$ cat config.mk
export PLATFORM = sky130hd
export DESIGN_NAME = uep0_ctrl
export DESIGN_NICKNAME = d
export VERILOG_FILES = /design/src/uep0_fifo.v /design/src/uep0_ctrl.v
export VERILOG_INCLUDE_DIRS = /design/src /design/src/src
export SDC_FILE = /design/constraint.sdc
export NUM_CORES = 1
export LEC_CHECK = 0
export ABC_AREA = 1
export ABC_CLOCK_PERIOD_IN_PS = 1750
export BUFFER_PORTS_ARGS = -buffer_cell sky130_fd_sc_hd__buf_2
export CAP_MARGIN = 5
export CORE_MARGIN = 2
export CORE_UTILIZATION = 30
export DETAILED_ROUTE_END_ITERATION = 8
export GPL_TIMING_DRIVEN = 0
export HOLD_SLACK_MARGIN = 0.02
export PLACE_DENSITY = 0.47
export SYNTH_ARGS = -nofsm -noshare
export SYNTH_HDL_FRONTEND = slang
export SYNTH_SLANG_ARGS = --single-unit
export TNS_END_PERCENT = 50
$ cat constraint.sdc
create_clock -name i_mclk -period 1.75 [get_ports i_mclk]
set_input_delay 0.175 -clock i_mclk [delete_from_list [all_inputs] [get_ports i_mclk]]
set_output_delay 0.175 -clock i_mclk [all_outputs]
set_load 0.05 [all_outputs]
$ cat src/uep0_map.vh
`ifndef UEP0_MAP_VH
`define UEP0_MAP_VH
// register word offsets on the plain register port
`define UEP0_ADDR_CTRL       4'h0
`define UEP0_ADDR_STATUS     4'h1
`define UEP0_ADDR_PENDING    4'h2
`define UEP0_ADDR_EP0CS      4'h3
`define UEP0_ADDR_EP0DATA    4'h4
`define UEP0_ADDR_EP0COUNT   4'h5
`define UEP0_ADDR_PENDMASK   4'h6
// control register bits
`define UEP0_CTRL_RESUME_INT_MASK_BIT  2
`define UEP0_CTRL_SUSPEND_INT_MASK_BIT  6
`define UEP0_CTRL_RESET      8'h40
// status register bits
`define UEP0_STAT_SUS_BIT    3
`define UEP0_STAT_RES_BIT    4
`define UEP0_STAT_RST_BIT    5
// endpoint zero control and status bits
`define UEP0_CS_OPR_BIT      0
`define UEP0_CS_IPR_BIT      1
`define UEP0_CS_DE_BIT       4
`define UEP0_CS_SE_BIT       5
`define UEP0_CS_OCLR_BIT     6
`define UEP0_CS_SCLR_BIT     7
// pending register bits and reset value of the endpoint enables
`define UEP0_PEND_EP0_BIT    0
`define UEP0_PEND_EP1_BIT    1
`define UEP0_PEND_EP2_BIT    2
`define UEP0_PENDMASK_RESET  3'h1
// interrupt controller line of the device
`define UEP0_IRQ_LINE        13
// endpoint zero fifo geometry
`define UEP0_FIFO_DEPTH      8
`define UEP0_FIFO_AW         3
`define UEP0_COUNT_W         4
`endif

$ cat src/uep0_fifo.v
`timescale 1ns/1ps
`include "uep0_map.vh"
// endpoint zero byte fifo with a live byte count
module uep0_fifo (
  // clock and reset
  input  wire       i_mclk,
  input  wire       i_reset_n,
  // flush (bus reset)
  input  wire       i_flush,
  // write side
  input  wire       i_wr,
  input  wire [7:0] i_wdata,
  // read side
  input  wire       i_rd,
  output wire [7:0] o_rdata,
  // state
  output reg  [3:0] o_count
);
  reg [7:0] mem [0:`UEP0_FIFO_DEPTH-1];   // byte storage
  reg [2:0] wptr;                          // write pointer
  reg [2:0] rptr;                          // read pointer
  wire      do_wr;                         // accepted write
  wire      do_rd;                         // accepted read

  // refuse writes when full, reads when empty
  assign do_wr   = i_wr && (o_count != 4'h8);
  assign do_rd   = i_rd && (o_count != 4'h0);
  assign o_rdata = mem[rptr];

  // storage has no reset; the count guards stale bytes
  always @(posedge i_mclk) begin
    if (do_wr) begin
      mem[wptr] <= i_wdata;
    end
  end

  // pointers and count
  always @(posedge i_mclk or negedge i_reset_n) begin
    if (!i_reset_n) begin
      wptr    <= 3'h0;
      rptr    <= 3'h0;
      o_count <= 4'h0;
    end else if (i_flush) begin
      wptr    <= 3'h0;
      rptr    <= 3'h0;
      o_count <= 4'h0;
    end else begin
      if (do_wr) begin
        wptr <= wptr + 3'h1;
      end
      if (do_rd) begin
        rptr <= rptr + 3'h1;
      end
      if (do_wr && !do_rd) begin
        o_count <= o_count + 4'h1;
      end else if (do_rd && !do_wr) begin
        o_count <= o_count - 4'h1;
      end
    end
  end
endmodule

$ cat src/uep0_ctrl.v
// Chosen here: the strobed register port and the register addresses.
`timescale 1ns/1ps
`include "uep0_map.vh"
// Summary of operation
// - pending request on irq bit thirteen
// - write one clears bus reset flag
// - suspend mask clear ignored during bus reset
// - mask blocks suspend; write one clears flag
// - resume mask one then zero resets suspend
// - write one clears resume flag
// - after reset only endpoint zero interrupt enabled
// - setup or out sets out ready, interrupts
// - byte count tracks fifo, one per access
// - write one to out clear drops out ready
// - in ready sends fifo on next in
// - nak in tokens until in ready
// - host ack clears in ready, interrupts
// - data end marks last transmit packet
// - zero length status out sets out ready
// - early status out sets flag and out ready
// - early clear; one write clears out, sets end
// - ack good setup and data, silent on error
module uep0_ctrl (
  // clock and reset
  input  wire       i_mclk,
  input  wire       i_reset_n,
  // register port
  input  wire [3:0] i_addr,
  input  wire [7:0] i_wdata,
  input  wire       i_wr,
  input  wire       i_rd,
  output reg  [7:0] o_rdata,
  // usb bus events from the serial engine
  input  wire       i_bus_reset,
  input  wire       i_suspend_det,
  input  wire       i_resume_det,
  input  wire       i_setup_tok,
  input  wire       i_out_tok,
  input  wire       i_in_tok,
  input  wire       i_rx_valid,
  input  wire [7:0] i_rx_byte,
  input  wire       i_pkt_good,
  input  wire       i_pkt_err,
  input  wire       i_host_ack,
  input  wire       i_tx_pop,
  // other endpoint events
  input  wire       i_ep1_event,
  input  wire       i_ep2_event,
  // handshake and transmit answers to the serial engine
  output wire       o_send_ack,
  output wire       o_send_nak,
  output wire       o_send_data,
  output wire [7:0] o_tx_byte,
  output wire       o_tx_last,
  // interrupt controller line
  output wire [31:0] o_irq_pending
);
  // transmit phase encodings
  localparam [1:0] PH_IDLE  = 2'h0;  // waiting for a setup
  localparam [1:0] PH_XMIT  = 2'h1;  // in data armed or sending
  localparam [1:0] PH_WAIT  = 2'h2;  // data stage ended, waiting status
  // control register reset image; one bit of it seeds the suspend mask
  localparam [7:0] CTRL_RESET_VAL = `UEP0_CTRL_RESET;
  reg  [1:0] phase;                  // tx_data_phase_state tracker
  reg  [1:0] next_phase;             // next tracker value

  reg        suspend_int_mask;       // blocks suspend events
  reg        resume_int_mask;        // resume mask, also suspend fsm clear
  reg        suspend_int_flag;       // sticky suspend event
  reg        resume_int_flag;        // sticky resume event
  reg        bus_reinit_flag;        // sticky bus reset event
  reg        suspended;              // internal suspend state
  reg        out_packet_ready;       // ep0 receive buffer full
  reg        in_packet_ready;        // ep0 transmit armed
  reg        data_end;               // last transmit packet marker
  reg        early_status_flag;      // premature status seen
  reg  [2:0] usb_pending_reg;        // per endpoint pending events
  reg  [2:0] ep_enable;              // per endpoint interrupt enables
  reg        rx_open;                // an out or setup packet is arriving

  wire [7:0] fifo_rdata;             // fifo head byte
  wire [3:0] ep0_byte_count;         // fifo occupancy
  wire       sw_wr_cs;               // write to ep0 control/status
  wire       sw_wr_st;               // write to status register
  wire       sw_rd_data;             // read of fifo data port
  wire       sw_wr_data;             // write of fifo data port
  wire       rx_done;                // good packet finished
  wire       status_out;             // good out packet end while armed, any length
  wire       ep0_event;              // ep0 interrupt cause
  wire       rx_accept;              // buffer can take a packet

  assign sw_wr_cs   = i_wr && (i_addr == `UEP0_ADDR_EP0CS);
  assign sw_wr_st   = i_wr && (i_addr == `UEP0_ADDR_STATUS);
  assign sw_rd_data = i_rd && (i_addr == `UEP0_ADDR_EP0DATA);
  assign sw_wr_data = i_wr && (i_addr == `UEP0_ADDR_EP0DATA);
  assign rx_accept  = !out_packet_ready;
  assign rx_done    = rx_open && i_pkt_good;
  // an out landing while data is armed and not finished is early status
  assign status_out = rx_done && (phase == PH_XMIT);

  assign o_send_ack  = rx_done;
  assign o_send_nak  = i_in_tok && !in_packet_ready;
  assign o_send_data = i_in_tok && in_packet_ready;
  assign o_tx_byte   = fifo_rdata;
  assign o_tx_last   = data_end;

  // ep0 fifo; serial engine fills it on receive and drains it on transmit
  uep0_fifo u_fifo (
    .i_mclk    (i_mclk),
    .i_reset_n (i_reset_n),
    .i_flush   (i_bus_reset),
    .i_wr      ((i_rx_valid && rx_open && !status_out) || sw_wr_data),
    .i_wdata   (sw_wr_data ? i_wdata : i_rx_byte),
    .i_rd      (sw_rd_data || i_tx_pop),
    .o_rdata   (fifo_rdata),
    .o_count   (ep0_byte_count)
  );

  // receive window: opens on setup/out token while out ready is clear, closes at packet end or bus reset
  always @(posedge i_mclk or negedge i_reset_n) begin
    if (!i_reset_n) begin
      rx_open <= 1'b0;
    end else if (i_bus_reset || i_pkt_good || i_pkt_err) begin
      rx_open <= 1'b0;
    end else if ((i_setup_tok || i_out_tok) && rx_accept) begin
      rx_open <= 1'b1;
    end
  end

  // transmit phase tracker
  always @* begin
    next_phase = phase;
    case (phase)
      PH_IDLE: begin
        if (in_packet_ready) begin
          next_phase = PH_XMIT;
        end
      end
      PH_XMIT: begin
        if (status_out) begin
          next_phase = PH_IDLE;
        end else if (i_host_ack && data_end) begin
          next_phase = PH_WAIT;
        end
      end
      PH_WAIT: begin
        if (rx_done) begin
          next_phase = PH_IDLE;
        end
      end
      default: begin
        next_phase = PH_IDLE;
      end
    endcase
    if (i_setup_tok) begin
      next_phase = PH_IDLE;
    end
  end

  // endpoint zero control and status bits
  always @(posedge i_mclk or negedge i_reset_n) begin
    if (!i_reset_n) begin
      phase             <= PH_IDLE;
      out_packet_ready  <= 1'b0;
      in_packet_ready   <= 1'b0;
      data_end          <= 1'b0;
      early_status_flag <= 1'b0;
    end else if (i_bus_reset) begin
      phase             <= PH_IDLE;
      out_packet_ready  <= 1'b0;
      in_packet_ready   <= 1'b0;
      data_end          <= 1'b0;
      early_status_flag <= 1'b0;
    end else begin
      phase <= next_phase;
      if (rx_done) begin
        out_packet_ready <= 1'b1;
      end else if (sw_wr_cs && i_wdata[`UEP0_CS_OCLR_BIT]) begin
        out_packet_ready <= 1'b0;
      end
      if (status_out) begin
        early_status_flag <= 1'b1;
      end else if (sw_wr_cs && i_wdata[`UEP0_CS_SCLR_BIT]) begin
        early_status_flag <= 1'b0;
      end
      if (i_host_ack && in_packet_ready) begin
        in_packet_ready <= 1'b0;
      end else if (status_out) begin
        in_packet_ready <= 1'b0;
      end else if (sw_wr_cs && i_wdata[`UEP0_CS_IPR_BIT]) begin
        in_packet_ready <= 1'b1;
      end
      if (sw_wr_cs && i_wdata[`UEP0_CS_DE_BIT]) begin
        data_end <= 1'b1;
      end else if (rx_done && (phase != PH_XMIT)) begin
        data_end <= 1'b0;
      end else if (i_host_ack && in_packet_ready && data_end) begin
        data_end <= 1'b0;
      end
    end
  end

  assign ep0_event = rx_done || (i_host_ack && in_packet_ready);

  // suspend, resume and reset events with their masks
  always @(posedge i_mclk or negedge i_reset_n) begin
    if (!i_reset_n) begin
      suspend_int_mask <= CTRL_RESET_VAL[`UEP0_CTRL_SUSPEND_INT_MASK_BIT];
      resume_int_mask  <= 1'b0;
      suspend_int_flag <= 1'b0;
      resume_int_flag  <= 1'b0;
      bus_reinit_flag  <= 1'b0;
      suspended        <= 1'b0;
    end else begin
      if (i_wr && (i_addr == `UEP0_ADDR_CTRL)) begin
        if (i_wdata[`UEP0_CTRL_SUSPEND_INT_MASK_BIT]) begin
          suspend_int_mask <= 1'b1;
        end else if (!i_bus_reset) begin
          suspend_int_mask <= 1'b0;
        end
        resume_int_mask <= i_wdata[`UEP0_CTRL_RESUME_INT_MASK_BIT];
      end
      // one then zero clears suspend fsm
      if (i_wr && (i_addr == `UEP0_ADDR_CTRL) && resume_int_mask
          && !i_wdata[`UEP0_CTRL_RESUME_INT_MASK_BIT]) begin
        suspended <= 1'b0;
      end else if (i_suspend_det) begin
        suspended <= 1'b1;
      end else if (i_resume_det || i_bus_reset) begin
        suspended <= 1'b0;
      end
      // set wins over a same cycle clear for every sticky flag
      // suspend flag clear
      if (i_suspend_det && !suspend_int_mask && !suspended) begin
        suspend_int_flag <= 1'b1;
      end else if (sw_wr_st && i_wdata[`UEP0_STAT_SUS_BIT]) begin
        suspend_int_flag <= 1'b0;
      end
      if (i_resume_det && suspended && !resume_int_mask) begin
        resume_int_flag <= 1'b1;
      end else if (sw_wr_st && i_wdata[`UEP0_STAT_RES_BIT]) begin
        resume_int_flag <= 1'b0;
      end
      if (i_bus_reset) begin
        bus_reinit_flag <= 1'b1;
      end else if (sw_wr_st && i_wdata[`UEP0_STAT_RST_BIT]) begin
        bus_reinit_flag <= 1'b0;
      end
    end
  end

  // endpoint pending bits and enables
  always @(posedge i_mclk or negedge i_reset_n) begin
    if (!i_reset_n) begin
      usb_pending_reg <= 3'h0;
      ep_enable       <= `UEP0_PENDMASK_RESET;
    end else begin
      if (i_bus_reset) begin
        ep_enable <= `UEP0_PENDMASK_RESET;
      end else if (i_wr && (i_addr == `UEP0_ADDR_PENDMASK)) begin
        ep_enable <= i_wdata[2:0];
      end
      // set wins over write-one-to-clear
      usb_pending_reg <= (usb_pending_reg
                          & ~((i_wr && (i_addr == `UEP0_ADDR_PENDING)) ? i_wdata[2:0] : 3'h0))
                         | {i_ep2_event, i_ep1_event, ep0_event};
    end
  end

  assign o_irq_pending = {18'h0,
                          (|(usb_pending_reg & ep_enable)) | suspend_int_flag
                          | resume_int_flag | bus_reinit_flag,
                          13'h0};

  // read data, one cycle after the read strobe; unmapped reads zero
  always @(posedge i_mclk or negedge i_reset_n) begin
    if (!i_reset_n) begin
      o_rdata <= 8'h00;
    end else if (i_rd) begin
      case (i_addr)
        `UEP0_ADDR_CTRL:     o_rdata <= {1'b0, suspend_int_mask, 3'h0,
                                         resume_int_mask, 2'h0};
        `UEP0_ADDR_STATUS:   o_rdata <= {2'h0, bus_reinit_flag, resume_int_flag,
                                         suspend_int_flag, 3'h0};
        `UEP0_ADDR_PENDING:  o_rdata <= {5'h0, usb_pending_reg};
        `UEP0_ADDR_EP0CS:    o_rdata <= {2'h0, early_status_flag, data_end, 2'h0,
                                         in_packet_ready, out_packet_ready};
        `UEP0_ADDR_EP0DATA:  o_rdata <= fifo_rdata;
        `UEP0_ADDR_EP0COUNT: o_rdata <= {4'h0, ep0_byte_count};
        `UEP0_ADDR_PENDMASK: o_rdata <= {5'h0, ep_enable};
        default:             o_rdata <= 8'h00;
      endcase
    end
  end
endmodule

==> results.sh <==
export IMPL_die_w_um=133
export IMPL_drt_wl_total_um=14000
export IMPL_yosys_area_top_type="edfxtp_1"
export IMPL_critical_path_required_ns=1.57
export IMPL_finalWorstSetupSlack_ns=-0.163
export IMPL_seq_area_um2=2850
export IMPL_nNetsFinal=728
export IMPL_hold_viol=0
export IMPL_drc=0
export IMPL_clkTransAtPathRegs_ns=0.07
export IMPL_largest_reg_flops=64
export IMPL_synth_yosys_seq_area_share=0.568
export IMPL_rows=47
export IMPL_synth_cells=537
export IMPL_reg_top3="u_fifo.mem x64, o_rdata x8, u_fifo.o_count x4"
export IMPL_holdPathStages=2
export IMPL_nFillCells=1630
export IMPL_cts_buffers=9
export IMPL_r2r_slack_ns=-0.02
export IMPL_grt_total_usage=0.154
export IMPL_instances_no_fill=911
export IMPL_viasPerCell=4.55
export IMPL_cts_sinks=101
export IMPL_gp_congestion=0.863
export IMPL_cts_buffer_depth=2
export IMPL_startpoint_type="flip-flop"
export IMPL_multi_input_area_um2=2110
export IMPL_h_tree_depth=3
export IMPL_synthDominantCellAreaShare=0.383
export IMPL_syn_to_final_growth_pct=40.5
export IMPL_synth_area_leaders="edfxtp_1 (38%), dfrtp_1 (17%), nand2_1 (7.0%)"
export IMPL_synth_seq_cells=101
export IMPL_ys_flop_type="edfxtp_1"
export IMPL_worst_slew_pin_slew_ns=0.892
export IMPL_hold_start="i_pkt_good"
export IMPL_final_common_cell="nand2_1"
export IMPL_first_pass_iters=5
export IMPL_antenna_found_initial=0
export IMPL_max_flop_register="u_fifo.mem"
export IMPL_syn_cell_area_um2=5010
export IMPL_r2r_start="u_fifo.o_count[3]$_DFFE_PN0P_"
export IMPL_grt_pass1_wl_um=20900
export IMPL_worstHoldEndpoint="rx_open$_DFFE_PN0P_"
export IMPL_num_vias=4147
export IMPL_dieArea_um2=17800
export IMPL_drv_slew=0
export IMPL_portBuffers=56
export IMPL_place_area_um2=5700
export IMPL_tritoncts="built"
export IMPL_rsz0062_at_grt="yes"
export IMPL_avgSynthCellArea_um2=9.34
export IMPL_dr_first_iter_drc_count=261
export IMPL_synth_edf_count=64
export IMPL_ys_types=41
export IMPL_maxCapViolations=0
export IMPL_ant_nets=0
export IMPL_fin_crit_sh=1.09
export IMPL_power_leakage_nw=3.07
export IMPL_design_area_um2=7050
export IMPL_first_global_vias=3862
export IMPL_grt_max_degree=38
export IMPL_min_period_ns=1.91
export IMPL_reg2reg_depth=12
export IMPL_wl_per_cell_um=15.4
export IMPL_drive_gt1_frac=0.365
export IMPL_critical_path_class="flip-flop to output pin"
export IMPL_powerDensity_nw_per_um2=1210
export IMPL_final_cell_mix="nand2_1 (85), buf_4 (71), edfxtp_1 (64)"
export IMPL_max_freq_mhz=523
export IMPL_overflow=0
export IMPL_design_core_area_um2=16500
export IMPL_yosysWarnings=0
export IMPL_diodes=0
export IMPL_finalSetupViolCount=9
export IMPL_hpwl_um=9770
export IMPL_hp_class="primary input to flip-flop"
export IMPL_start_util=0.305
export IMPL_r2r_end="u_fifo.o_count[3]$_DFFE_PN0P_"
export IMPL_cts_root_buf="clkbuf_16"
export IMPL_die_h_um=133
export IMPL_synthArstFlopShare=0.366
export IMPL_status="finished, violations left"
export IMPL_placed_cells=843
export IMPL_slew_headroom=0.406
export IMPL_ir_drop_mv=0.731
export IMPL_violations="negative setup slack"
export IMPL_critPathArrivalTime_ns=1.74
export IMPL_io_pins=89
export IMPL_crit_fanout=8
export IMPL_clock_skew_ns=0.00949
export IMPL_clock_latency_ns=0.35
export IMPL_endpoint_kind="output pin"
==> per-stage QoR <==
stage	power, mW	TNS (ns)	hold WS [ns]	util	worst slack, ns
6_report	8.52	-1.25	0.0368	0.428	-0.163
5_1_grt	8.93	-2.29	0.0392	0.428	-0.241
4_1_cts	7.89	-1.79	0.0291	0.398	-0.209
3_5_place_dp	5.30	-67.38	0.345	0.346	-0.659
3_3_place_gp	5.27	-60.94	0.337	0.346	-0.577
2_1_floorplan	4.62	-8.18	-0.121	-	-0.146
==> cells in the mapped netlist (all sizes together), types with 2 or more instances <==
cell type	instances
a2111oi	2
a21oi	8
buf	40
clkbuf	5
clkinv	2
dfrtp	35
dfstp	2
edfxtp	64
ha	4
inv	57
nand2	98
nand3	30
nand4	3
nor2	92
nor3	2
o211ai	2
o21a	9
o21ai	60
o21bai	2
o22ai	10
==> worst max-delay path by stage <==
stage | from | end
after detailed placement | i_addr[2] | u_fifo.mem[2][3]$_DFFE_PP_
after CTS | u_fifo.rptr[0]$_DFFE_PN0P_ | o_tx_byte[7]
after global placement | i_addr[2] | u_fifo.mem[2][3]$_DFFE_PP_
after global routing | u_fifo.rptr[0]$_DFFE_PN0P_ | o_tx_byte[1]
after floorplan | rx_open$_DFFE_PN0P_ | u_fifo.mem[5][0]$_DFFE_PP_
final | u_fifo.rptr[0]$_DFFE_PN0P_ | o_tx_byte[0]
==> critical path, cell delays in order (launching register included) <==
cell and delay, ns:
dfrtp_1 0.39, buf_12 0.17, clkbuf_16 0.17, nor2_4 0.04, nor2_4 0.10, o21ai_4 0.07
nand3_2 0.07, o21a_1 0.20, buf_6 0.18
==> final cells by class <==
cell class              count  area share
clock buffers              10      0.0325
multi-input cells         362       0.300
inverters                  59      0.0359
flip-flops and latches    101       0.405
well taps                 220      0.0391
repair buffers            108       0.122
clock inverters             6     0.00657
plain buffers              45      0.0593
==> kinds of logic after synthesis <==
family | count (synthesis) | synth area share
compound gates | 99 | 0.116
fa+ha+maj | 5 | 0.0140
other cells | 1 | 0.000748
simple gates | 226 | 0.195
xor+xnor | 1 | 0.00175
flops | 101 | 0.568
buf+inv | 104 | 0.105
==> power breakdown <==
part	internal [mW]	switching (mW)
Clock	0.981	0.918
Sequential	2.67	0.112
Combinational	1.63	2.20
Total	5.28	3.23
==> routing by layer <==
metal / vias up / share of wire / GRT usage
met5: - / 0 / 0
met4: 0 / 0.014 / 0.0420
met3: 15 / 0.059 / 0.0297
met2: 125 / 0.48 / 0.255
met1: 1984 / 0.44 / 0.206
li1: 2023 / - / -
==> timing repair <==
| action | CTS | global route |
|---|---|---|
| setup endpoints to repair | 132 | 97 |
| buffers inserted | 20 | 25 |
| endpoints found under the hold margin | 37 | 0 |
| gates resized for setup | 104 | 88 |
| gates cloned | 2 | 2 |
| pin swaps | 16 | 24 |
| hold buffers | 3 | 0 |
(Power assumes the default switching activity.)
